==> src/design/fcct_pkg.sv <==
// shared constants and types of the four channel counter timer
package fcct_pkg;

  // ****************************************
  // control word fields
  // ****************************************
  localparam int CW_IRQ_EN_BIT     = 7;
  localparam int CW_TIMER_BIT      = 6;
  localparam int CW_PRESC_BIT      = 5;
  localparam int CW_RISING_BIT     = 4;
  localparam int CW_EXT_START_BIT  = 3;
  localparam int CW_TC_FOLLOWS_BIT = 2;
  localparam int CW_SW_RESET_BIT   = 1;
  localparam int CW_IS_CONTROL_BIT = 0;

  // ****************************************
  // reset values, vector layout, opcodes
  // ****************************************
  localparam logic [7:0] CTRL_RESET      = 8'h00;
  localparam logic [7:0] RELOAD_RESET    = 8'h00;
  localparam logic [4:0] VEC_BASE_RESET  = 5'h00;
  localparam int         VEC_CH_LSB      = 1;
  localparam int         VEC_BASE_LSB    = 3;
  localparam logic [7:0] RETURN_FROM_IRQ_OPCODE_FIRST_BYTE = 8'hed;
  localparam logic [7:0] RETURN_FROM_IRQ_OPCODE_LAST_BYTE  = 8'h4d;

  // ****************************************
  // prescaler, channel count, run states
  // ****************************************
  localparam int         PRESC_DIV_LO  = 16;
  localparam int         PRESC_DIV_HI  = 256;
  localparam logic [7:0] PRESC_LAST_LO = 8'(PRESC_DIV_LO - 1);
  localparam logic [7:0] PRESC_LAST_HI = 8'(PRESC_DIV_HI - 1);
  localparam int         NUM_CHANNELS  = 4;

  typedef enum logic [1:0] {
    RUN_STOPPED,
    RUN_ARMED,
    RUN_COUNTING
  } fcct_run_t;

endpackage : fcct_pkg

==> src/design/fcct_channel.sv <==
// one counter timer channel: control word, reload constant, prescaler, down-counter
`timescale 1ns/1ps
module fcct_channel
  import fcct_pkg::*;
(
  input  wire logic       clk_i,
  input  wire logic       rst_i,
  input  wire logic       ctrl_we_i,
  input  wire logic       tc_we_i,
  input  wire logic [7:0] wdata_i,
  input  wire logic       trig_i,
  output logic      [7:0] count_o,
  output logic            zero_o,
  output logic            tc_expected_o,
  output logic            irq_en_o
);

  logic [7:0] ctrl, next_ctrl;
  logic [7:0] reload, next_reload;
  logic [7:0] count, next_count;
  logic [7:0] psc, next_psc;
  logic       zero, next_zero;
  logic       tc_exp, next_tc_exp;
  fcct_run_t  state, next_state;
  logic       trig_s1, trig_s2, trig_s3;
  logic       act_edge, tick, timer, dec;

  // ****************************************
  // trigger sync and edge select
  // ****************************************
  always_ff @(posedge clk_i) begin
    trig_s1 <= trig_i;
    trig_s2 <= trig_s1;
    trig_s3 <= trig_s2;
  end

  // a slope change by a control word counts as an active edge
  assign act_edge = (ctrl[CW_RISING_BIT] ? (trig_s2 & ~trig_s3) : (~trig_s2 & trig_s3))
                  | (ctrl_we_i & (wdata_i[CW_RISING_BIT] != ctrl[CW_RISING_BIT]));
  assign timer = ctrl[CW_TIMER_BIT];
  assign tick  = ctrl[CW_PRESC_BIT] ? (psc == PRESC_LAST_HI)
                                    : (psc[3:0] == PRESC_LAST_LO[3:0]);
  assign dec   = (state == RUN_COUNTING) & (timer ? tick : act_edge);

  // ****************************************
  // next state
  // ****************************************
  always_comb begin
    next_ctrl   = ctrl;
    next_reload = reload;
    next_count  = count;
    next_psc    = psc;
    next_zero   = 1'b0;
    next_tc_exp = tc_exp;
    next_state  = state;
    if (state == RUN_COUNTING && timer) begin
      next_psc = psc + 8'h01;
    end
    if (dec) begin
      if (count == 8'h01) begin
        next_count = reload; // zero stored means 256
        next_zero  = 1'b1;
      end else begin
        next_count = count - 8'h01;
      end
    end
    if (state == RUN_ARMED && act_edge) begin
      next_state = RUN_COUNTING;
      next_psc   = 8'h00;
    end
    if (ctrl_we_i) begin
      next_ctrl   = wdata_i;
      next_tc_exp = wdata_i[CW_TC_FOLLOWS_BIT];
      if (wdata_i[CW_SW_RESET_BIT]) begin
        next_state = RUN_STOPPED;
      end
    end
    if (tc_we_i) begin
      next_reload = wdata_i;
      next_tc_exp = 1'b0;
      // a running channel finishes its count before taking the new constant
      if (state != RUN_COUNTING) begin
        next_count = wdata_i;
        next_psc   = 8'h00;
        next_state = (timer && ctrl[CW_EXT_START_BIT]) ? RUN_ARMED : RUN_COUNTING;
      end
    end
  end

  always_ff @(posedge clk_i) begin
    if (rst_i) begin
      ctrl   <= CTRL_RESET;
      reload <= RELOAD_RESET;
      count  <= RELOAD_RESET;
      psc    <= 8'h00;
      zero   <= 1'b0;
      tc_exp <= 1'b0;
      state  <= RUN_STOPPED;
    end else begin
      ctrl   <= next_ctrl;
      reload <= next_reload;
      count  <= next_count;
      psc    <= next_psc;
      zero   <= next_zero;
      tc_exp <= next_tc_exp;
      state  <= next_state;
    end
  end

  assign count_o       = count;
  assign zero_o        = zero;
  assign tc_expected_o = tc_exp;
  assign irq_en_o      = ctrl[CW_IRQ_EN_BIT];

  // ****************************************
  // checks
  // ****************************************
  a_reload_at_zero: assert property (@(posedge clk_i) disable iff (rst_i)
    zero |-> count == $past(reload)) else $error("no reload at zero count");
  a_initial_load: assert property (@(posedge clk_i) disable iff (rst_i)
    tc_we_i && state != RUN_COUNTING |=> count == $past(wdata_i))
    else $error("constant not copied into counter");
  a_soft_reset_stop: assert property (@(posedge clk_i) disable iff (rst_i)
    state == RUN_STOPPED && !tc_we_i |=> $stable(count) && !zero)
    else $error("stopped channel still counts");
  a_timer_step: assert property (@(posedge clk_i) disable iff (rst_i)
    state == RUN_COUNTING && timer && !tick && !tc_we_i |=> $stable(count))
    else $error("timer moved without prescaler tick");
  c_zero_seen: cover property (@(posedge clk_i) disable iff (rst_i) zero && timer);
  c_counter_zero: cover property (@(posedge clk_i) disable iff (rst_i) zero && !timer);
  c_armed_start: cover property (@(posedge clk_i) disable iff (rst_i)
    state == RUN_ARMED ##1 state == RUN_COUNTING);

endmodule : fcct_channel

==> src/design/fcct_counter_timer.sv <==
// four channel counter timer with daisy-chain vectored interrupts
`timescale 1ns/1ps
module fcct_counter_timer
  import fcct_pkg::*;
(
  input  wire logic       CLOCK_I,
  input  wire logic       RST_I,
  input  wire logic       CHIP_ENABLE_N_I,
  input  wire logic       CHANNEL_SELECT_LO_I,
  input  wire logic       CHANNEL_SELECT_HI_I,
  input  wire logic       READ_STROBE_N_I,
  input  wire logic       IO_CYCLE_STROBE_N_I,
  input  wire logic       OPCODE_FETCH_STROBE_N_I,
  input  wire logic [7:0] DATA_I,
  output logic      [7:0] DATA_O,
  output logic            DATA_OE_O,
  input  wire logic [3:0] COUNT_TRIGGER_INPUT_I,
  output logic      [2:0] ZERO_COUNT_PULSE_OUT_O,
  output logic            INT_N_O,
  input  wire logic       PRIORITY_CHAIN_IN_I,
  output logic            PRIORITY_CHAIN_OUT_O
);

  localparam int NCH = NUM_CHANNELS;

  logic [1:0]     sel;
  logic           io_wr, io_rd, ack, fetch;
  logic           io_wr_d, io_rd_d, ack_d, fetch_d;
  logic           wr_start, ack_start, fetch_end;
  logic [NCH-1:0] ctrl_we, tc_we, zero, tc_exp, irq_en, req;
  logic [7:0]     count [NCH];
  logic           vec_we;

  // ****************************************
  // bus decode
  // ****************************************
  assign sel   = {CHANNEL_SELECT_HI_I, CHANNEL_SELECT_LO_I};
  assign io_wr = ~CHIP_ENABLE_N_I & ~IO_CYCLE_STROBE_N_I & OPCODE_FETCH_STROBE_N_I
               & READ_STROBE_N_I;
  assign io_rd = ~CHIP_ENABLE_N_I & ~IO_CYCLE_STROBE_N_I & OPCODE_FETCH_STROBE_N_I
               & ~READ_STROBE_N_I;
  assign ack   = ~OPCODE_FETCH_STROBE_N_I & ~IO_CYCLE_STROBE_N_I;
  assign fetch = ~OPCODE_FETCH_STROBE_N_I & IO_CYCLE_STROBE_N_I & ~READ_STROBE_N_I;

  // one write per strobe, however long the strobe stays low
  assign wr_start  = io_wr & ~io_wr_d;
  assign ack_start = ack & ~ack_d;
  assign fetch_end = fetch_d & ~fetch;

  always_ff @(posedge CLOCK_I) begin
    if (RST_I) begin
      io_wr_d <= 1'b0;
      io_rd_d <= 1'b0;
      ack_d   <= 1'b0;
      fetch_d <= 1'b0;
    end else begin
      io_wr_d <= io_wr;
      io_rd_d <= io_rd;
      ack_d   <= ack;
      fetch_d <= fetch;
    end
  end

  // ****************************************
  // channels
  // ****************************************
  assign vec_we = wr_start & (sel == 2'd0) & ~tc_exp[0] & ~DATA_I[CW_IS_CONTROL_BIT];

  for (genvar i = 0; i < NCH; i++) begin : g_ch
    assign tc_we[i]   = wr_start & (sel == 2'(i)) & tc_exp[i];
    assign ctrl_we[i] = wr_start & (sel == 2'(i)) & ~tc_exp[i]
                      & DATA_I[CW_IS_CONTROL_BIT];
    fcct_channel i_fcct_channel (
      .clk_i         (CLOCK_I),
      .rst_i         (RST_I),
      .ctrl_we_i     (ctrl_we[i]),
      .tc_we_i       (tc_we[i]),
      .wdata_i       (DATA_I),
      .trig_i        (COUNT_TRIGGER_INPUT_I[i]),
      .count_o       (count[i]),
      .zero_o        (zero[i]),
      .tc_expected_o (tc_exp[i]),
      .irq_en_o      (irq_en[i])
    );
  end

  assign ZERO_COUNT_PULSE_OUT_O = zero[2:0];

  // ****************************************
  // interrupt chain state
  // ****************************************
  logic [NCH-1:0] pend, next_pend;
  logic [NCH-1:0] svc, next_svc;
  logic [4:0]     vec_base, next_vec_base;
  logic [7:0]     op, next_op;
  logic           return_from_irq_opcode_arm, next_return_from_irq_opcode_arm;
  logic [7:0]     dout, next_dout;
  logic [1:0]     win;
  logic           win_ok;

  // a channel may request only if nothing at or above it is in service
  always_comb begin
    logic blocked;
    blocked = 1'b0;
    for (int i = 0; i < NCH; i++) begin
      blocked = blocked | svc[i];
      req[i]  = pend[i] & ~blocked;
    end
  end

  always_comb begin
    win    = 2'd0;
    win_ok = 1'b0;
    for (int i = NCH - 1; i >= 0; i--) begin
      if (req[i]) begin
        win    = 2'(i); // lowest index wins
        win_ok = 1'b1;
      end
    end
  end

  always_comb begin
    logic done;
    done          = 1'b0;
    next_svc      = svc;
    next_vec_base = vec_base;
    next_op       = op;
    next_return_from_irq_opcode_arm = return_from_irq_opcode_arm;
    // disabling a channel drops its pending request
    next_pend     = pend & irq_en;
    if (ack_start && PRIORITY_CHAIN_IN_I && win_ok) begin
      next_pend[win] = 1'b0;
      next_svc[win]  = 1'b1;
    end
    // set wins over the acknowledge clear
    next_pend = next_pend | (zero & irq_en);
    if (vec_we) begin
      next_vec_base = DATA_I[7:VEC_BASE_LSB];
    end
    if (fetch) begin
      next_op = DATA_I;
    end
    if (fetch_end) begin
      next_return_from_irq_opcode_arm = (op == RETURN_FROM_IRQ_OPCODE_FIRST_BYTE);
      if (return_from_irq_opcode_arm && op == RETURN_FROM_IRQ_OPCODE_LAST_BYTE && PRIORITY_CHAIN_IN_I) begin
        for (int i = 0; i < NCH; i++) begin
          if (svc[i] && !done) begin
            next_svc[i] = 1'b0;
            done        = 1'b1;
          end
        end
      end
    end
  end

  // ****************************************
  // read data and vector
  // ****************************************
  always_comb begin
    next_dout = count[sel];
    if (ack_start && win_ok) begin
      next_dout = {vec_base, win, 1'b0};
    end else if (ack) begin
      next_dout = dout;
    end
  end

  always_ff @(posedge CLOCK_I) begin
    if (RST_I) begin
      pend     <= '0;
      svc      <= '0;
      vec_base <= VEC_BASE_RESET;
      op       <= 8'h00;
      return_from_irq_opcode_arm <= 1'b0;
      dout     <= 8'h00;
    end else begin
      pend     <= next_pend;
      svc      <= next_svc;
      vec_base <= next_vec_base;
      op       <= next_op;
      return_from_irq_opcode_arm <= next_return_from_irq_opcode_arm;
      dout     <= next_dout;
    end
  end

  logic ack_drive;
  always_ff @(posedge CLOCK_I) begin
    if (RST_I) begin
      ack_drive <= 1'b0;
    end else begin
      ack_drive <= ack & (ack_start ? (win_ok & PRIORITY_CHAIN_IN_I) : ack_drive);
    end
  end

  assign DATA_O    = dout;
  assign DATA_OE_O = (io_rd & io_rd_d) | (ack & ack_drive);
  assign INT_N_O   = ~(PRIORITY_CHAIN_IN_I & |req);
  // after the first return byte the chain opens for one fetch unless a channel is in service, so lower devices see the rest
  assign PRIORITY_CHAIN_OUT_O = PRIORITY_CHAIN_IN_I & ~|svc
                              & (~|pend | return_from_irq_opcode_arm);

  // ****************************************
  // checks
  // ****************************************
  a_chain_in_low: assert property (@(posedge CLOCK_I) disable iff (RST_I)
    !PRIORITY_CHAIN_IN_I |-> !PRIORITY_CHAIN_OUT_O && INT_N_O)
    else $error("device active without priority");
  a_pending_blocks: assert property (@(posedge CLOCK_I) disable iff (RST_I)
    (|pend && !return_from_irq_opcode_arm) || |svc |-> !PRIORITY_CHAIN_OUT_O)
    else $error("chain out high while interrupt outstanding");
  a_enabled_zero_irq: assert property (@(posedge CLOCK_I) disable iff (RST_I)
    zero[0] && irq_en[0] && PRIORITY_CHAIN_IN_I && !ack_start |=> !INT_N_O)
    else $error("channel 0 zero count gave no request");
  a_vector_layout: assert property (@(posedge CLOCK_I) disable iff (RST_I)
    ack_start && win_ok && PRIORITY_CHAIN_IN_I |=> DATA_O == {vec_base, $past(win), 1'b0}
    && svc[$past(win)]) else $error("wrong vector or service state");
  a_read_count: assert property (@(posedge CLOCK_I) disable iff (RST_I)
    io_rd |=> dout == $past(count[sel])) else $error("read data is not live count");
  c_ack_served: cover property (@(posedge CLOCK_I) disable iff (RST_I)
    ack_start && win_ok ##[1:8] DATA_OE_O);
  c_return_from_irq_opcode_open: cover property (@(posedge CLOCK_I) disable iff (RST_I)
    return_from_irq_opcode_arm && PRIORITY_CHAIN_OUT_O);

endmodule : fcct_counter_timer

==> config.mk <==
export PLATFORM = sky130hd
export DESIGN_NAME = fcct_counter_timer
export DESIGN_NICKNAME = d
export VERILOG_FILES = /design/src/design/fcct_pkg.sv /design/src/design/fcct_channel.sv /design/src/design/fcct_counter_timer.sv
export SDC_FILE = /design/constraint.sdc
export NUM_CORES = 1
export LEC_CHECK = 0
export ABC_AREA = 1
export ABC_CLOCK_PERIOD_IN_PS = 3100
export BUFFER_PORTS_ARGS = -buffer_cell sky130_fd_sc_hd__buf_2
export CAP_MARGIN = 20
export CORE_ASPECT_RATIO = 0.8
export CORE_UTILIZATION = 60
export DETAILED_ROUTE_END_ITERATION = 16
export GPL_TIMING_DRIVEN = 1
export HOLD_SLACK_MARGIN = 0.06
export PLACE_DENSITY = 0.88
export RECOVER_POWER = 25
export SYNTH_ARGS = -nofsm -noshare
export SYNTH_HDL_FRONTEND = slang
export SYNTH_SLANG_ARGS = --single-unit
export TNS_END_PERCENT = 5
==> constraint.sdc <==
create_clock -name CLOCK_I -period 3.1 [get_ports CLOCK_I]
set_input_delay 0.155 -clock CLOCK_I [delete_from_list [all_inputs] [get_ports CLOCK_I]]
set_output_delay 0.155 -clock CLOCK_I [all_outputs]
set_load 0.05 [all_outputs]
Yosys cells after proc, flatten, opt, wreduce, memory -nomap -nowiden
Cells that the tools add are included.
{"block": "op_classes", "muxes": 105, "bitwise_logic": 99, "n_lt_le_gt_ge": 3, "addsub": 8, "eq_ne": 34, "reduce_logical": 39}
{"op": "$mux 8", "count": 36}
{"op": "$mux 2", "count": 28}
{"op": "$and 1x1->1", "count": 54}
{"op": "$eq 8x8->1 const B", "count": 5}
{"op": "$mux 1", "count": 35}
{"op": "$add 8x1->8 const B", "count": 4}
{"op": "$eq 8x1->1 const B", "count": 4}
{"op": "$sub 8x1->8 const B", "count": 4}
{"op": "$not 1->1", "count": 29}
{"op": "$logic_and 1x1->1", "count": 21}
{"op": "$reduce_or 2->1", "count": 9}
{"op": "$bmux 8 s2", "count": 1}
{"op": "$eq 4x4->1 const B", "count": 4}
{"op": "$mux 4", "count": 4}
{"op": "$and 4x4->4", "count": 3}
{"op": "$eq 2x2->1 const B", "count": 6}
{"op": "$reduce_or 4->1", "count": 3}
{"op": "$eq 2x1->1 const B", "count": 5}
{"op": "$or 1x1->1", "count": 9}
{"op": "$eq 8x7->1 const B", "count": 1}
{"op": "$ne 2x2->1 const B", "count": 4}
{"op": "$or 4x4->4", "count": 2}
{"op": "$logic_not 1->1", "count": 5}
{"op": "$ne 1x1->1", "count": 4}
{"op": "8 further kinds", "count": 8}
{"block": "word_totals", "output_inout_bits": 14, "regBits": 191, "in_bits": 21}

Logic depth before layout (Yosys ltp)
Gate-level depths: netlist of run 1.
{"block": "logic_depth", "ltp_word": 21, "mapped_depth": 12}

Hierarchy
Synthesis of run 1 repeated with hierarchy kept, for this count alone.
{"block": "unflattened", "hier_cells": 1340, "area_unflattened_um2": 9250.1}
{"module": "fcct_channel at g_ch[1].i_fcct_channel ...", "instances": 3, "area_each_um2": 1836.8, "seq_area_each_um2": 720.7, "cells_per_inst": 261}
{"module": "fcct_counter_timer", "instances": 1, "area_each_um2": 1913.1, "seq_area_each_um2": 700.7, "cells_per_inst": 296}
{"module": "fcct_channel at g_ch[0].i_fcct_channel", "instances": 1, "area_each_um2": 1826.8, "seq_area_each_um2": 720.7, "cells_per_inst": 261}

Worst setup path after synthesis of run 1
Ideal clock, no wire load.
{"block": "synth_path", "path_kind": "register to output", "startpoint": "register svc[0]", "endpoint": "output port PRIORITY_CHAIN_OUT_O", "required_time_ns": 2.945, "path_stages_with_launch": 4, "slack_ns": 0.888, "arrival_ns": 2.057, "cell_sequence": "dfxtp_1 nor2_1 nand2_1 nor4_1"}
{"block": "synth_via", "elab_chain_cells": 4}
{"item": "start: declaration", "line": "fcct_counter_timer.sv:93", "text": "logic [NCH-1:0] svc, next_svc;"}
{"item": "start signal: assignment", "line": "fcct_counter_timer.sv:178", "text": "svc <= next_svc;"}
{"item": "$reduce_or 4->1", "line": "fcct_counter_timer.sv:199", "text": "assign PRIORITY_CHAIN_OUT_O = PRIORITY_CHAIN_IN_I & ~|svc"}
{"item": "$logic_not 1->1", "line": "fcct_counter_timer.sv:199"}
{"item": "$and 1x1->1", "line": "fcct_counter_timer.sv:199"}
{"item": "$and 1x1->1", "line": "fcct_counter_timer.sv:200", "text": "& (~|pend | return_from_irq_opcode_arm);"}
{"item": "end: declaration", "line": "fcct_counter_timer.sv:21", "text": "output logic PRIORITY_CHAIN_OUT_O"}
No other way between the ends.

Worst setup path in the final report of run 1
{"block": "layout_path", "startpoint": "input port CHIP_ENABLE_N_I", "endpoint": "register g_ch[2].i_fcct_channel.psc[4]"}
{"block": "layout_via", "elab_chain_cells": 14, "elab_cells_between_ends": 15}
{"item": "start: declaration", "line": "fcct_counter_timer.sv:8", "text": "input wire logic CHIP_ENABLE_N_I,"}
{"item": "$not 1->1 *", "line": "fcct_counter_timer.sv:38", "text": "assign io_wr = ~CHIP_ENABLE_N_I & ~IO_CYCLE_STROBE_N_I & OPCODE_FETCH_STROBE_N_I"}
{"item": "$and 1x1->1 * (2 in a row)", "line": "fcct_counter_timer.sv:38"}
{"item": "$and 1x1->1 *", "line": "fcct_counter_timer.sv:39", "text": "& READ_STROBE_N_I;"}
{"item": "$and 1x1->1 *", "line": "fcct_counter_timer.sv:46", "text": "assign wr_start = io_wr & ~io_wr_d;"}
{"item": "$and 1x1->1 *", "line": "fcct_counter_timer.sv:70, fcct_counter_timer.sv:71"}
{"item": "$and 1x1->1", "line": "fcct_counter_timer.sv:71", "text": "assign ctrl_we[i] = wr_start & (sel == 2'(i)) & ~tc_exp[i]"}
{"item": "$and 1x1->1", "line": "fcct_counter_timer.sv:72", "text": "& DATA_I[CW_IS_CONTROL_BIT];"}
{"item": "$and 1x1->1", "line": "fcct_channel.sv:39", "text": "| (ctrl_we_i & (wdata_i[CW_RISING_BIT] != ctrl[CW_RISING_BIT]));"}
{"item": "$or 1x1->1", "line": "fcct_channel.sv:39"}
{"item": "$logic_and 1x1->1", "line": "fcct_channel.sv:67", "text": "if (state == RUN_ARMED && act_edge) begin"}
{"item": "$mux 8", "line": "fcct_channel.sv:67"}
{"item": "$mux 8", "line": "fcct_channel.sv:82", "text": "if (state != RUN_COUNTING) begin"}
{"item": "$mux 8 *", "line": "fcct_channel.sv:78", "text": "if (tc_we_i) begin"}
{"item": "end signal: assignment", "line": "fcct_channel.sv:103", "text": "psc <= next_psc;"}
{"item": "end: declaration", "line": "fcct_channel.sv:21", "text": "logic [7:0] psc, next_psc;"}
Every way passes the cells marked *; elsewhere a longest branch is shown, timed or not.
A chain may end at the register's enable or synchronous reset.

==> metrics.md, run 1 <==
| Metric | Value |
|---|---|
| Clk sinks | `179` |
| Crit path buf inv count | `4` |
| Total wire length | `23200 um` |
| Hold Path Class | `in2reg` |
| Worst Path Arrival | `2.84 ns` |
| Post-synthesis cell type count | `37` |
| Slowest Stage Delay on Critical Path | `0.53 ns` |
| Final setup TNS | `0 ns` |
| Design Area, Final | `9390 um^2` |
| TritonRoute pass-1 iters | `6` |
| Critical-path maximum fanout | `10` |
| Vias in the first global route | `7423` |
| Synth Register Bits | `179` |
| Period utilization | `0.812` |
| Hold endpoint | `g_ch[0].i_fcct_channel.tc_expected_o$_SDFFE_PP0P_` |
| DP HPWL | `16300 um` |
| Clk Latency, worst-skew pair | `0.44 ns` |
| Die width | `135 um` |
| CTS Buf Count | `17` |
| DRC errors left | `0` |
| Htree depth | `4` |
| Layout Skew | `0.0107 ns` |
| Critical R2R Capture | `g_ch[2].i_fcct_channel.psc[4]$_SDFF_PP0_` |
| Clk root buf | `clkbuf_16` |
| Worst hold start | `DATA_I[2]` |
| Req. time, crit path | `3.43 ns` |
| FMAX | `0.397 GHz` |
| Top-area cell type share of the netlist area | `0.424` |
| Top FF cell, synth | `dfxtp_1` |
| Pin count of the biggest net entering global routing | `42` |
| Sequential area share after synthesis | `0.424` |
| Worst slew pin tran | `0.662 ns` |
| Power per cell area | `503 nW/um^2` |
| Finished Core Util | `0.688` |
| Io pins | `35` |
| Max cap viols | `0` |
| Leading cell type by number of instances after synthesis | `nor2_1` |
| Die height | `108 um` |
| GPL Wtd Cong | `0.975` |
| Total Routing Usage GR | `0.334` |
| Setup bufs post-CTS | `0` |
| Port Buf Inserts | `34` |
| Critical R2R Launch | `io_wr_d$_SDFF_PP0_` |
| Avg WL per Cell | `16.2 um` |
| Startpoint Class | `input port` |
| CTS tree | `built` |
| Ranking of synthesized cells by area | `dfxtp_1 42%, nor2_1 10%, nand2_1 9.3%` |
| Full die area | `14600 um^2` |
| Nets | `1274` |
| Placed Instances | `1394` |
| Rel. slew slack | `0.555` |
| Global-route wire length before repair | `37200 um` |
| WHS | `0.0805 ns` |
| Share of cells above drive strength 1 | `0.0678` |
| Area of the core | `13600 um^2` |
| Crit path max-delay family | `simple AND/OR/NAND/NOR gates` |
| Initial antenna violation count | `0` |
| Status | `finished clean` |
| Placement Cell Area | `8760 um^2` |
| Final hold vios | `0` |
| Reg clk slew, reported paths | `0.06 ns` |
| CTS Buffer Depth | `2` |
| Net count after synthesis | `1234` |
| Antenna cell count | `0` |
| Post-Syn Area per Cell | `7.04 um^2` |
| Post-Synthesis Cells | `1201` |
| Slew Limit Fails | `0` |
| Layout Cells excl Fill | `1433` |
| Post-Synthesis Cell Area | `8460 um^2` |
| Post-layout minimum cycle time | `2.52 ns` |
| Crit. End Element | `flip-flop` |
| Biggest area consumer among synthesized cells | `dfxtp_1` |
| Hold Path Cell Cnt | `3` |
| Area Growth Syn to Fin | `10.9%` |
| Post-route ant nets | `0` |
| Max IR drop VDD | `0.582 mV` |
| Cell mode on critical path | `nor2_1` |
| R2R setup slack | `0.79 ns` |
| Initial core utilization | `0.620` |
| Fraction of registers with async set/reset | `0` |
| Final setup fails | `0` |
| CP Cell Sequence | `dlygate4sd3_1, buf_2, nor2_1, nand4_4, nor2_1, nand2_2, nor2_1, inv_2, nand2_1, inv_2, nand2_2, nor2_1` |
| Reg2Reg Depth | `10` |
| Row cnt | `38` |
| Post-synth EDFFs | `0` |
| Grt ovf | `0` |
| RSZ-0062 raised after global routing | `false` |
| Crit. path cell count | `12` |
| Number of vias per cell | `5.70` |
| Leakage power | `3.97 nW` |
| DR iter-0 viols | `917` |
| Synth top cells by count | `225 x nor2_1, 209 x nand2_1, 179 x dfxtp_1` |
| CTS Hold Bufs | `8` |
| Crit-path slowest cell | `dlygate4sd3_1` |
| Crit Path Class | `in2reg` |
| Via count | `8162` |
| CTS resizes | `0` |
| Yosys Warn Count | `0` |
-- layout make-up --
cell class	instances	area, um^2
flip-flops and latches	179	3580
inverters	139	522
repair buffers	46	265
well taps	180	225
multi-input cells	858	4200
clock inverters	13	158
fillers	1113	4260
clock buffers	18	429
-- worst max path at each step --
stage                           start                                       end
floorplan           svc[0]$_SDFF_PP0_                      PRIORITY_CHAIN_OUT_O
global placement                RST_I  g_ch[3].i_fcct_channel.psc[7]$_SDFF_PP0_
detailed placement              RST_I  g_ch[3].i_fcct_channel.psc[7]$_SDFF_PP0_
CTS                   CHIP_ENABLE_N_I                                 DATA_OE_O
global route          CHIP_ENABLE_N_I  g_ch[2].i_fcct_channel.psc[5]$_SDFF_PP0_
finish                CHIP_ENABLE_N_I  g_ch[2].i_fcct_channel.psc[4]$_SDFF_PP0_
-- stage by stage --
step	total power, mW	worst slack (ns)
floorplan	2.49	0.888
global placement	2.56	1.08
detailed placement	2.57	1.03
CTS	4.72	0.906
global route	4.84	0.457
finish	4.72	0.583
-- layout by cell type (no fill, tap or decap), drive strengths merged --
| cell type | netlist | layout |
|---|---|---|
| a211oi | 5 | 5 |
| nand4 | 20 | 20 |
| nor4 | 7 | 7 |
| o22ai | 4 | 4 |
| xnor2 | 16 | 16 |
| a31oi | 6 | 6 |
| nor3 | 10 | 10 |
| nand2 | 220 | 220 |
| bufinv | 0 | 3 |
| a221oi | 1 | 1 |
| buf | 11 | 26 |
| and2 | 1 | 1 |
| dlygate4sd3 | 0 | 8 |
| o21ai | 76 | 76 |
| nand3 | 72 | 72 |
| nor3b | 1 | 1 |
| clkinvlp | 0 | 1 |
| inv | 135 | 139 |
| nand3b | 2 | 2 |
| a22oi | 15 | 15 |
| clkbuf | 14 | 30 |
| xor2 | 31 | 31 |
| nor2 | 233 | 233 |
| clkinv | 4 | 9 |
| dfxtp | 179 | 179 |
| o2111ai | 6 | 6 |
| a21oi | 119 | 119 |
| o211ai | 1 | 1 |
| ha | 12 | 12 |
-- power by group --
group	internal (mW)	total (mW)	switching (mW)
Sequential	2.32	2.33	0.00952
Combinational	0.0489	0.200	0.151
Clock	1.27	2.20	0.930
-- state kept, by name, summed over array words and instances (netlist names), 4 cells and up --
register and flops:
pend 4, g_ch.i_fcct_channel.trig_s3 4, op 8, g_ch.i_fcct_channel.zero_o 4, g_ch.i_fcct_channel.ctrl 20, vec_base 5
g_ch.i_fcct_channel.trig_s2 4, g_ch.i_fcct_channel.trig_s1 4, svc 4, g_ch.i_fcct_channel.state 8, DATA_O 8, g_ch.i_fcct_channel.psc 32
g_ch.i_fcct_channel.count_o 32, g_ch.i_fcct_channel.reload 32, g_ch.i_fcct_channel.tc_expected_o 4
-- tightest hold or removal path, stage by stage --
cell	delay, ns
buf_2	0.16
nand2_1	0.08
a21oi_1	0.06
-- kinds of logic (layout without fill, tap and decap cells) --
logic type,Yosys count,count (layout),synth area share
adder cells (fa/ha/maj),12,12,0.0177
XOR/XNOR,47,47,0.0487
AO/OA/AOI/OAI,233,233,0.149
flip-flops,179,179,0.424
AND/OR/NAND/NOR,566,566,0.285
buffers and inverters,164,216,0.0766
-- metal layers --
metal  vias to the layer above  global-route usage  share of wire
met3                        71               0.105           0.13
met5                         -                   0              0
met2                       460               0.510           0.43
met4                         0               0.126          0.031
met1                      3637               0.440           0.42
li1                       3994                   -              -
No activity file was read; power rests on OpenSTA's default activity.
==> run 2: changes to the inputs <==
--- a/config.mk
+++ b/config.mk
@@ -5,8 +5,8 @@
 export SDC_FILE = /design/constraint.sdc
 export NUM_CORES = 1
 export LEC_CHECK = 0
-export ABC_AREA = 1
-export ABC_CLOCK_PERIOD_IN_PS = 3100
+export ABC_AREA = 0
+export ABC_CLOCK_PERIOD_IN_PS = 2600
 export BUFFER_PORTS_ARGS = -buffer_cell sky130_fd_sc_hd__buf_2
 export CAP_MARGIN = 20
 export CORE_ASPECT_RATIO = 0.8
==> constraint.sdc (replaced) <==
create_clock -name CLOCK_I -period 2.6 [get_ports CLOCK_I]
set_input_delay 0.13 -clock CLOCK_I [delete_from_list [all_inputs] [get_ports CLOCK_I]]
set_output_delay 0.13 -clock CLOCK_I [all_outputs]
set_load 0.05 [all_outputs]
==> run 2 against run 1 <==
Against the previous run: final cell count shrank 16%; worst hold slack improved by 0.016 ns; synthesized cell count down 18%; clock-buffer cell count up 1; critical path type unchanged; combinational power rose by 9.5%; utilization rose by 1.3 points; total power up 20%; first-iteration DRC count decreased by 13%; synthesized area grew 1.9%; flip-flop and latch count stayed put; sequential power up 19%; routed wire length decreased by 8.6%.
==> metrics.md, run 2 <==
| Metric | Value |
|---|---|
| Post-Synthesis Cell Area | `8620 um^2 (+1.9%)` |
| Worst Path Arrival | `2.81 ns (-0.03 ns)` |
| Fraction of registers with async set/reset | `0 (unchanged)` |
| Yosys Warn Count | `0 (unchanged)` |
| Finished Core Util | `0.701 (+0.0135)` |
| Antenna cell count | `0 (unchanged)` |
| Post-synth EDFFs | `0 (unchanged)` |
| Share of cells above drive strength 1 | `0.119 (+0.0515)` |
| Final setup TNS | `0 ns (unchanged)` |
| Final hold vios | `0 (unchanged)` |
| Simple-gate portion of the synthesized area | `0.243 (-0.0419)` |
| Setup bufs post-CTS | `0 (unchanged)` |
| Max cap viols | `0 (unchanged)` |
| Clk sinks | `179 (unchanged)` |
| Final setup fails | `0 (unchanged)` |
| Commonest cells after routing, fill and taps aside | `179 x dfxtp_1, 167 x nor2_1, 75 x nand2_1` |
| Post-layout minimum cycle time | `2.48 ns` |
| Post-route ant nets | `0 (unchanged)` |
| Total wire length | `21200 um (-8.6%)` |
| Synth top cells by count | `179 x dfxtp_1, 167 x nor2_1, 75 x nand2_1` |
| Multiplexer share of the synthesized area | `0.0980 (+0.0980)` |
| Biggest area consumer among synthesized cells | `dfxtp_1` |
| Leakage power | `3.74 nW (-6.0%)` |
| CTS Buf Count | `17 (unchanged)` |
| TritonRoute pass-1 iters | `6 (unchanged)` |
| Full die area | `14900 um^2 (+1.9%)` |
| Ranking of synthesized cells by area | `dfxtp_1 42%, mux2i_1 7.3%, nor2_1 7.3%` |
| Die height | `109 um (+0.93%)` |
| Grt ovf | `0 (unchanged)` |
| Clk Latency, worst-skew pair | `0.43 ns (about the same)` |
| Placement Cell Area | `8980 um^2 (+2.5%)` |
| DP HPWL | `14200 um (-13%)` |
| Total Power | `5.67 mW (+20%)` |
| Synth Register Bits | `179 (unchanged)` |
| Total Routing Usage GR | `0.302 (-0.0318)` |
| Worst slew pin tran | `0.759 ns (+0.0975 ns)` |
| Synth Area in XOR/XNOR | `0.0457 (-0.00294)` |
| Commonest non-fill, non-tap cell in the layout | `dfxtp_1` |
| Place WS | `0.136 ns (-0.895 ns)` |
| Slew Limit Fails | `0 (unchanged)` |
| Leading cell type by number of instances after synthesis | `dfxtp_1` |
| CTS tree | `built` |
| Layout Skew | `0.00971 ns (-0.00104 ns)` |
| Post-Syn Area per Cell | `8.76 um^2 (+24%)` |
| Post-synthesis cell type count | `68 (+84%)` |
| FMAX | `0.403 GHz` |
| Avg WL per Cell | `17.6 um (+9.0%)` |
| Top-area cell type share of the netlist area | `0.416 (-0.00793)` |
| Sequential area share after synthesis | `0.416 (-0.00793)` |
| R2R setup slack | `0.15 ns (-0.64 ns)` |
| Post-Synthesis Cells | `984 (-18%)` |
| Via count | `7437 (-8.9%)` |
| Final setup margin | `0.116 ns (-0.467 ns)` |
| Power per cell area | `586 nW/um^2 (+16%)` |
| Crit. End Element | `flip-flop` |
| Rel. slew slack | `0.489 (-0.0656)` |
| Design Area, Final | `9670 um^2 (+3.0%)` |
| Die width | `136 um (+0.94%)` |
| Adder-cell share of the synthesized area | `0.0174 (-0.000332)` |
| Area Growth Syn to Fin | `12.2%` |
| Number of vias per cell | `6.19 (+8.6%)` |
| Row cnt | `38 (unchanged)` |
| GPL Wtd Cong | `0.890 (-8.7%)` |
| Area of the multi-input gates | `4720 um^2 (+12%)` |
| Pin count of the biggest net entering global routing | `56 (+33%)` |
| Clk root buf | `clkbuf_16` |
| Max IR drop VDD | `0.582 mV (about the same)` |
| DRC errors left | `0 (unchanged)` |
| Register area | `3580 um^2 (unchanged)` |
| Vias in the first global route | `6983 (-5.9%)` |
| Nets | `1042 (-18%)` |
| Global-route wire length before repair | `34500 um (-7.4%)` |
| Hold Path Class | `in2reg` |
| DR iter-0 viols | `802 (-13%)` |
| Top FF cell, synth | `dfxtp_1` |
| Io pins | `35 (unchanged)` |
| Area of the core | `13800 um^2 (+1.0%)` |
| Port Buf Inserts | `34 (unchanged)` |
| Reg clk slew, reported paths | `0.06 ns (about the same)` |
| Initial core utilization | `0.625 (+0.00529)` |
| Crit Path Class | `in2reg` |
| Net count after synthesis | `1017 (-18%)` |
| Initial antenna violation count | `0 (unchanged)` |
| Filler cell count | `1051 (-5.6%)` |
| Compound-Gate Fraction of Synth Area | `0.141 (-0.00786)` |
| CTS Buffer Depth | `2 (unchanged)` |
| Largest family of logic cells by synthesized area | `simple AND/OR/NAND/NOR gates` |
| Critical-path maximum fanout | `10 (unchanged)` |
| Htree depth | `4 (unchanged)` |
| Status | `finished clean` |
| Req. time, crit path | `2.93 ns (-0.50 ns)` |
| Period utilization | `0.955` |
| Startpoint Class | `input port` |
run 2: cell count changes after synthesis, moves of 35 or more:
cell,previous run,this run
nand2_1,209,75
inv_1,124,24
a21oi_1,119,51
mux2i_1,0,63
o21ai_0,75,15
nor2_1,225,167
nand3_1,72,32
clkbuf_1,14,49
run 2: critical path, cell delays in order:
cell and delay [ns]:
dlygate4sd3_1 0.52, buf_2 0.19, nand4bb_2 0.22, or4_4 0.63, o311a_4 0.37, or4_1 0.50, a41o_1 0.24
run 2: per-stage QoR:
| stage | hold WS [ns] | std cells |
|---|---|---|
| after floorplan | 0.158 | 984 |
| after global placement | 0.233 | 1163 |
| after CTS | 0.0790 | 1202 |
| after global routing | 0.105 | 1202 |
| final | 0.0961 | 1202 |
| after detailed placement | 0.235 | 1163 |
run 2: final cells by class:
| class | count | area share |
|---|---|---|
| clock buffer | 19 | 0.0458 |
| clock inverter | 13 | 0.0181 |
| inverter | 24 | 0.00932 |
| multi-input combinational | 721 | 0.488 |
| sequential | 179 | 0.371 |
| tap | 180 | 0.0233 |
| timing repair buffer | 66 | 0.0445 |
run 2: path summary, 6_finish.rpt:
path                                                                        start  cells after the start                                            end
worst max register to register  g_ch[0].i_fcct_channel.tc_expected_o$_SDFFE_PP0P_                      5   g_ch[0].i_fcct_channel.count_o[7]$_SDFF_PP0_
worst min register to register             g_ch[2].i_fcct_channel.trig_s1$_DFF_P_                      0         g_ch[2].i_fcct_channel.trig_s2$_DFF_P_
worst max-delay path                                      OPCODE_FETCH_STROBE_N_I                      7   g_ch[0].i_fcct_channel.count_o[7]$_SDFF_PP0_
worst min-delay path                                                        RST_I                      2  g_ch[1].i_fcct_channel.reload[1]$_SDFFE_PP0P_
run 2: layer usage:
| layer | vias up | wire (um) | track usage |
|---|---|---|---|
| met2 | 333 | 9490 | 0.470 |
| li1 | 3570 | - | - |
| met5 | - | 0 | 0 |
| met1 | 3478 | 9140 | 0.394 |
| met3 | 56 | 1990 | 0.0716 |
| met4 | 0 | 575 | 0.145 |
run 2: what timing repair did:
action	in CTS	in global routing
endpoints found under the hold margin	6	0
resized for setup	0	1
hold buffers	7	0
setup endpoints to repair	0	3
run 2: power breakdown:
group	internal [mW]	leakage, nW	total, mW	switching (mW)
combinational	0.0662	2.00	0.219	0.153
sequential	2.76	1.45	2.77	0.00955
clock	1.56	0.295	2.68	1.12
run 2: logic make-up (layout without fill, tap and decap cells):
family / after synthesis / after routing
adders and majority gates: 12 / 12
xor gates and xnor gates: 45 / 45
and+or+nand+nor: 424 / 424
buffers and inverters: 84 / 122
DFF: 179 / 179
muxes: 74 / 74
AOI/OAI and AO/OA: 166 / 166
==> run 3: changes to the inputs <==
--- a/config.mk
+++ b/config.mk
@@ -15,7 +15,8 @@
 export GPL_TIMING_DRIVEN = 1
 export HOLD_SLACK_MARGIN = 0.06
 export PLACE_DENSITY = 0.88
-export RECOVER_POWER = 25
+export SETUP_SLACK_MARGIN = 0.5
+export SLEW_MARGIN = 25
 export SYNTH_ARGS = -nofsm -noshare
 export SYNTH_HDL_FRONTEND = slang
 export SYNTH_SLANG_ARGS = --single-unit
==> run 3 against run 2 <==
Against the previous run: final cell count up 0.75%; clock-buffer cell count is the same; combinational power barely moved; critical path type is now reg2reg; highest routed layer unchanged.
==> metrics.md, run 3 (synthesis results as in run 2) <==
| Metric | Value |
|---|---|
| Status | `finished clean` |
| Routed wl met3 | `2070 um (+3.9%)` |
| Post-route ant nets | `0 (unchanged)` |
| Combinational Power Share | `0.039 (about the same)` |
| Die height | `109 um (unchanged)` |
| Clock share of power | `0.473 (about the same)` |
| GPL Wtd Cong | `0.890 (unchanged)` |
| Critical-path maximum fanout | `8 (-2)` |
| Internal power | `4.38 mW (about the same)` |
| Global-route wire length before repair | `34700 um (+0.74%)` |
| Pin count of the biggest net entering global routing | `56 (unchanged)` |
| DR iter-0 viols | `824 (+2.7%)` |
| Commonest cells after routing, fill and taps aside | `178 x dfxtp_1, 167 x nor2_1, 75 x nand2_1` |
| Clk sinks | `179 (unchanged)` |
| Sw Share | `0.228 (+0.000801)` |
| Total wire length | `21600 um (+1.7%)` |
| Power share of the sequential group | `0.488 (about the same)` |
| FMAX | `0.441 GHz (+9.4%)` |
| TritonRoute pass-1 iters | `5 (-1)` |
| Area of the core | `13800 um^2 (unchanged)` |
| Port Buf Inserts | `34 (unchanged)` |
| Layout Skew | `0.00995 ns (+0.000243 ns)` |
| Final setup TNS | `0 ns (unchanged)` |
| Uppermost layer routed | `met4` |
| Nets | `1051 (+0.86%)` |
| Crit Path Class | `reg2reg` |
| Initial antenna violation count | `0 (unchanged)` |
| Htree depth | `4 (unchanged)` |
| Full die area | `14900 um^2 (unchanged)` |
| Slowest Stage Delay on Critical Path | `0.52 ns (-0.11 ns)` |
| Final hold vios | `0 (unchanged)` |
| Period utilization | `0.873 (-0.0824)` |
| Startpoint Class | `flip-flop` |
| Crit-path slowest cell | `or4_4` |
| WHS | `0.0957 ns (-0.000458 ns)` |
| Max cap viols | `0 (unchanged)` |
| Clk root buf | `clkbuf_16` |
| Layout Cells excl Fill | `1211 (+0.75%)` |
| Hold Path Class | `in2reg` |
| Leakage power | `3.79 nW (+1.4%)` |
| Initial core utilization | `0.625 (unchanged)` |
| Slew Limit Fails | `0 (unchanged)` |
| Post-layout minimum cycle time | `2.27 ns (-0.214 ns)` |
| RSZ-0062 raised after global routing | `true` |
| Max IR drop VDD | `0.583 mV (+0.29%)` |
| CTS Buffer Depth | `2 (unchanged)` |
| Power per cell area | `581 nW/um^2 (-0.80%)` |
| Req. time, crit path | `2.95 ns (+0.02 ns)` |
| Sw Pwr | `1.29 mW (+0.47%)` |
| CTS Buf Count | `17 (unchanged)` |
| Total Routing Usage GR | `0.303 (+0.00172)` |
| Wire length on met2 | `9590 um (+1.1%)` |
| Die width | `136 um (unchanged)` |
| Rel. slew slack | `0.503 (+0.0135)` |
| Met1 wire length | `9280 um (+1.5%)` |
| Finished Core Util | `0.708 (+0.00653)` |
| Number of vias per cell | `6.18 (about the same)` |
| Placed Instances | `1163 (unchanged)` |
| Avg WL per Cell | `17.8 um (+0.90%)` |
| Clk Latency, worst-skew pair | `0.44 ns (about the same)` |
| Via count | `7489 (+0.70%)` |
| Row cnt | `38 (unchanged)` |
| Reg clk slew, reported paths | `0.07 ns (about the same)` |
| DP HPWL | `14200 um (unchanged)` |
| Io pins | `35 (unchanged)` |
| Worst slew pin tran | `0.739 ns (-0.0200 ns)` |
| Share of cells above drive strength 1 | `0.132 (+0.0125)` |
| CP Cell Sequence | `or3_4, or4_4, o311a_4, buf_6, a211o_1, a311oi_2` |
| DRC errors left | `0 (unchanged)` |
| Crit. End Element | `flip-flop` |
| Grt ovf | `0 (unchanged)` |
| Commonest non-fill, non-tap cell in the layout | `dfxtp_1` |
| Worst Path Arrival | `2.62 ns (-0.19 ns)` |
| Area Growth Syn to Fin | `13.2%` |
| Antenna cell count | `0 (unchanged)` |
| CTS tree | `built` |
| Final setup fails | `0 (unchanged)` |
| Vias in the first global route | `7053 (+1.0%)` |
## run 3: cell count changes in the layout (fill, tap and decap cells not counted)
| cell | change |
|---|---|
| a311oi_2 | +2 |
| or2_2 | +1 |
| nand4bb_2 | -1 |
| or2_0 | -1 |
| nand4bb_1 | +1 |
| buf_4 | +8 |
| a311oi_1 | -2 |
| buf_6 | +1 |
| or3_1 | -2 |
| dfxtp_2 | +1 |
| dfxtp_1 | -1 |
| or3_4 | +2 |
## run 3: area by class of cell
| class | count | area [um^2] |
|---|---|---|
| Inverter | 24 | 90.1 |
| Fill cell | 1032 | 4030 |
| Sequential cell | 179 | 3580 |
| Clock buffer | 19 | 443 |
| Timing Repair Buffer | 75 | 502 |
| Multi-Input combinational cell | 721 | 4740 |
| Tap cell | 180 | 225 |
| Clock inverter | 13 | 175 |
## run 3: critical path: cells and delay by family (launching register included)
kind / cells / cell delay (ns)
compound gates: 3 / 0.85
buf+inv: 1 / 0.14
flops: 1 / 0.32
simple gates: 2 / 0.88
## run 3: final timing paths
| check | startpoint | end | slack, ns | cells after the start |
|---|---|---|---|---|
| hold reg to reg | g_ch[2].i_fcct_channel.trig_s1$_DFF_P_ | g_ch[2].i_fcct_channel.trig_s2$_DFF_P_ | 0.33 | 0 |
| setup reg to reg | g_ch[0].i_fcct_channel.tc_expected_o$_SDFFE_PP0P_ | g_ch[0].i_fcct_channel.count_o[4]$_SDFF_PP0_ | 0.33 | 6 |
| setup / recovery | g_ch[0].i_fcct_channel.tc_expected_o$_SDFFE_PP0P_ | g_ch[0].i_fcct_channel.count_o[4]$_SDFF_PP0_ | 0.33 | 6 |
| hold / removal | RST_I | g_ch[1].i_fcct_channel.reload[1]$_SDFFE_PP0P_ | 0.1 | 2 |
## run 3: what timing repair did
item                       in CTS  in global routing
hold endpoints to repair        6                  0
setup buffers                   5                  4
setup endpoints to repair      26                 61
hold buffers                    7                  0
gates resized for setup         3                  3
pin swaps                       9                  6
## run 3: metal layers
metal | vias up | global-route usage
li1 | 3588 | -
met1 | 3510 | 0.390
met2 | 334 | 0.473
met3 | 57 | 0.0795
met4 | 0 | 0.148
met5 | - | 0
## run 3: power by group through the flow
stage	Sequential (mW)	Clock (mW)	Combinational (mW)
floorplan	2.83	0	0.127
global placement	2.83	0	0.201
detailed placement	2.83	0	0.204
CTS	2.77	2.71	0.213
global route	2.77	2.84	0.233
finish	2.77	2.68	0.221
## run 3: per-stage QoR
stage | area [um^2] | setup WS (ns) | total power [mW]
finish | 9760 | 0.331 | 5.67
global route | 9760 | 0.260 | 5.84
CTS | 9710 | 0.274 | 5.69
detailed placement | 8980 | 0.136 | 3.03
global placement | 8980 | 0.190 | 3.03
floorplan | 8630 | 0.242 | 2.95
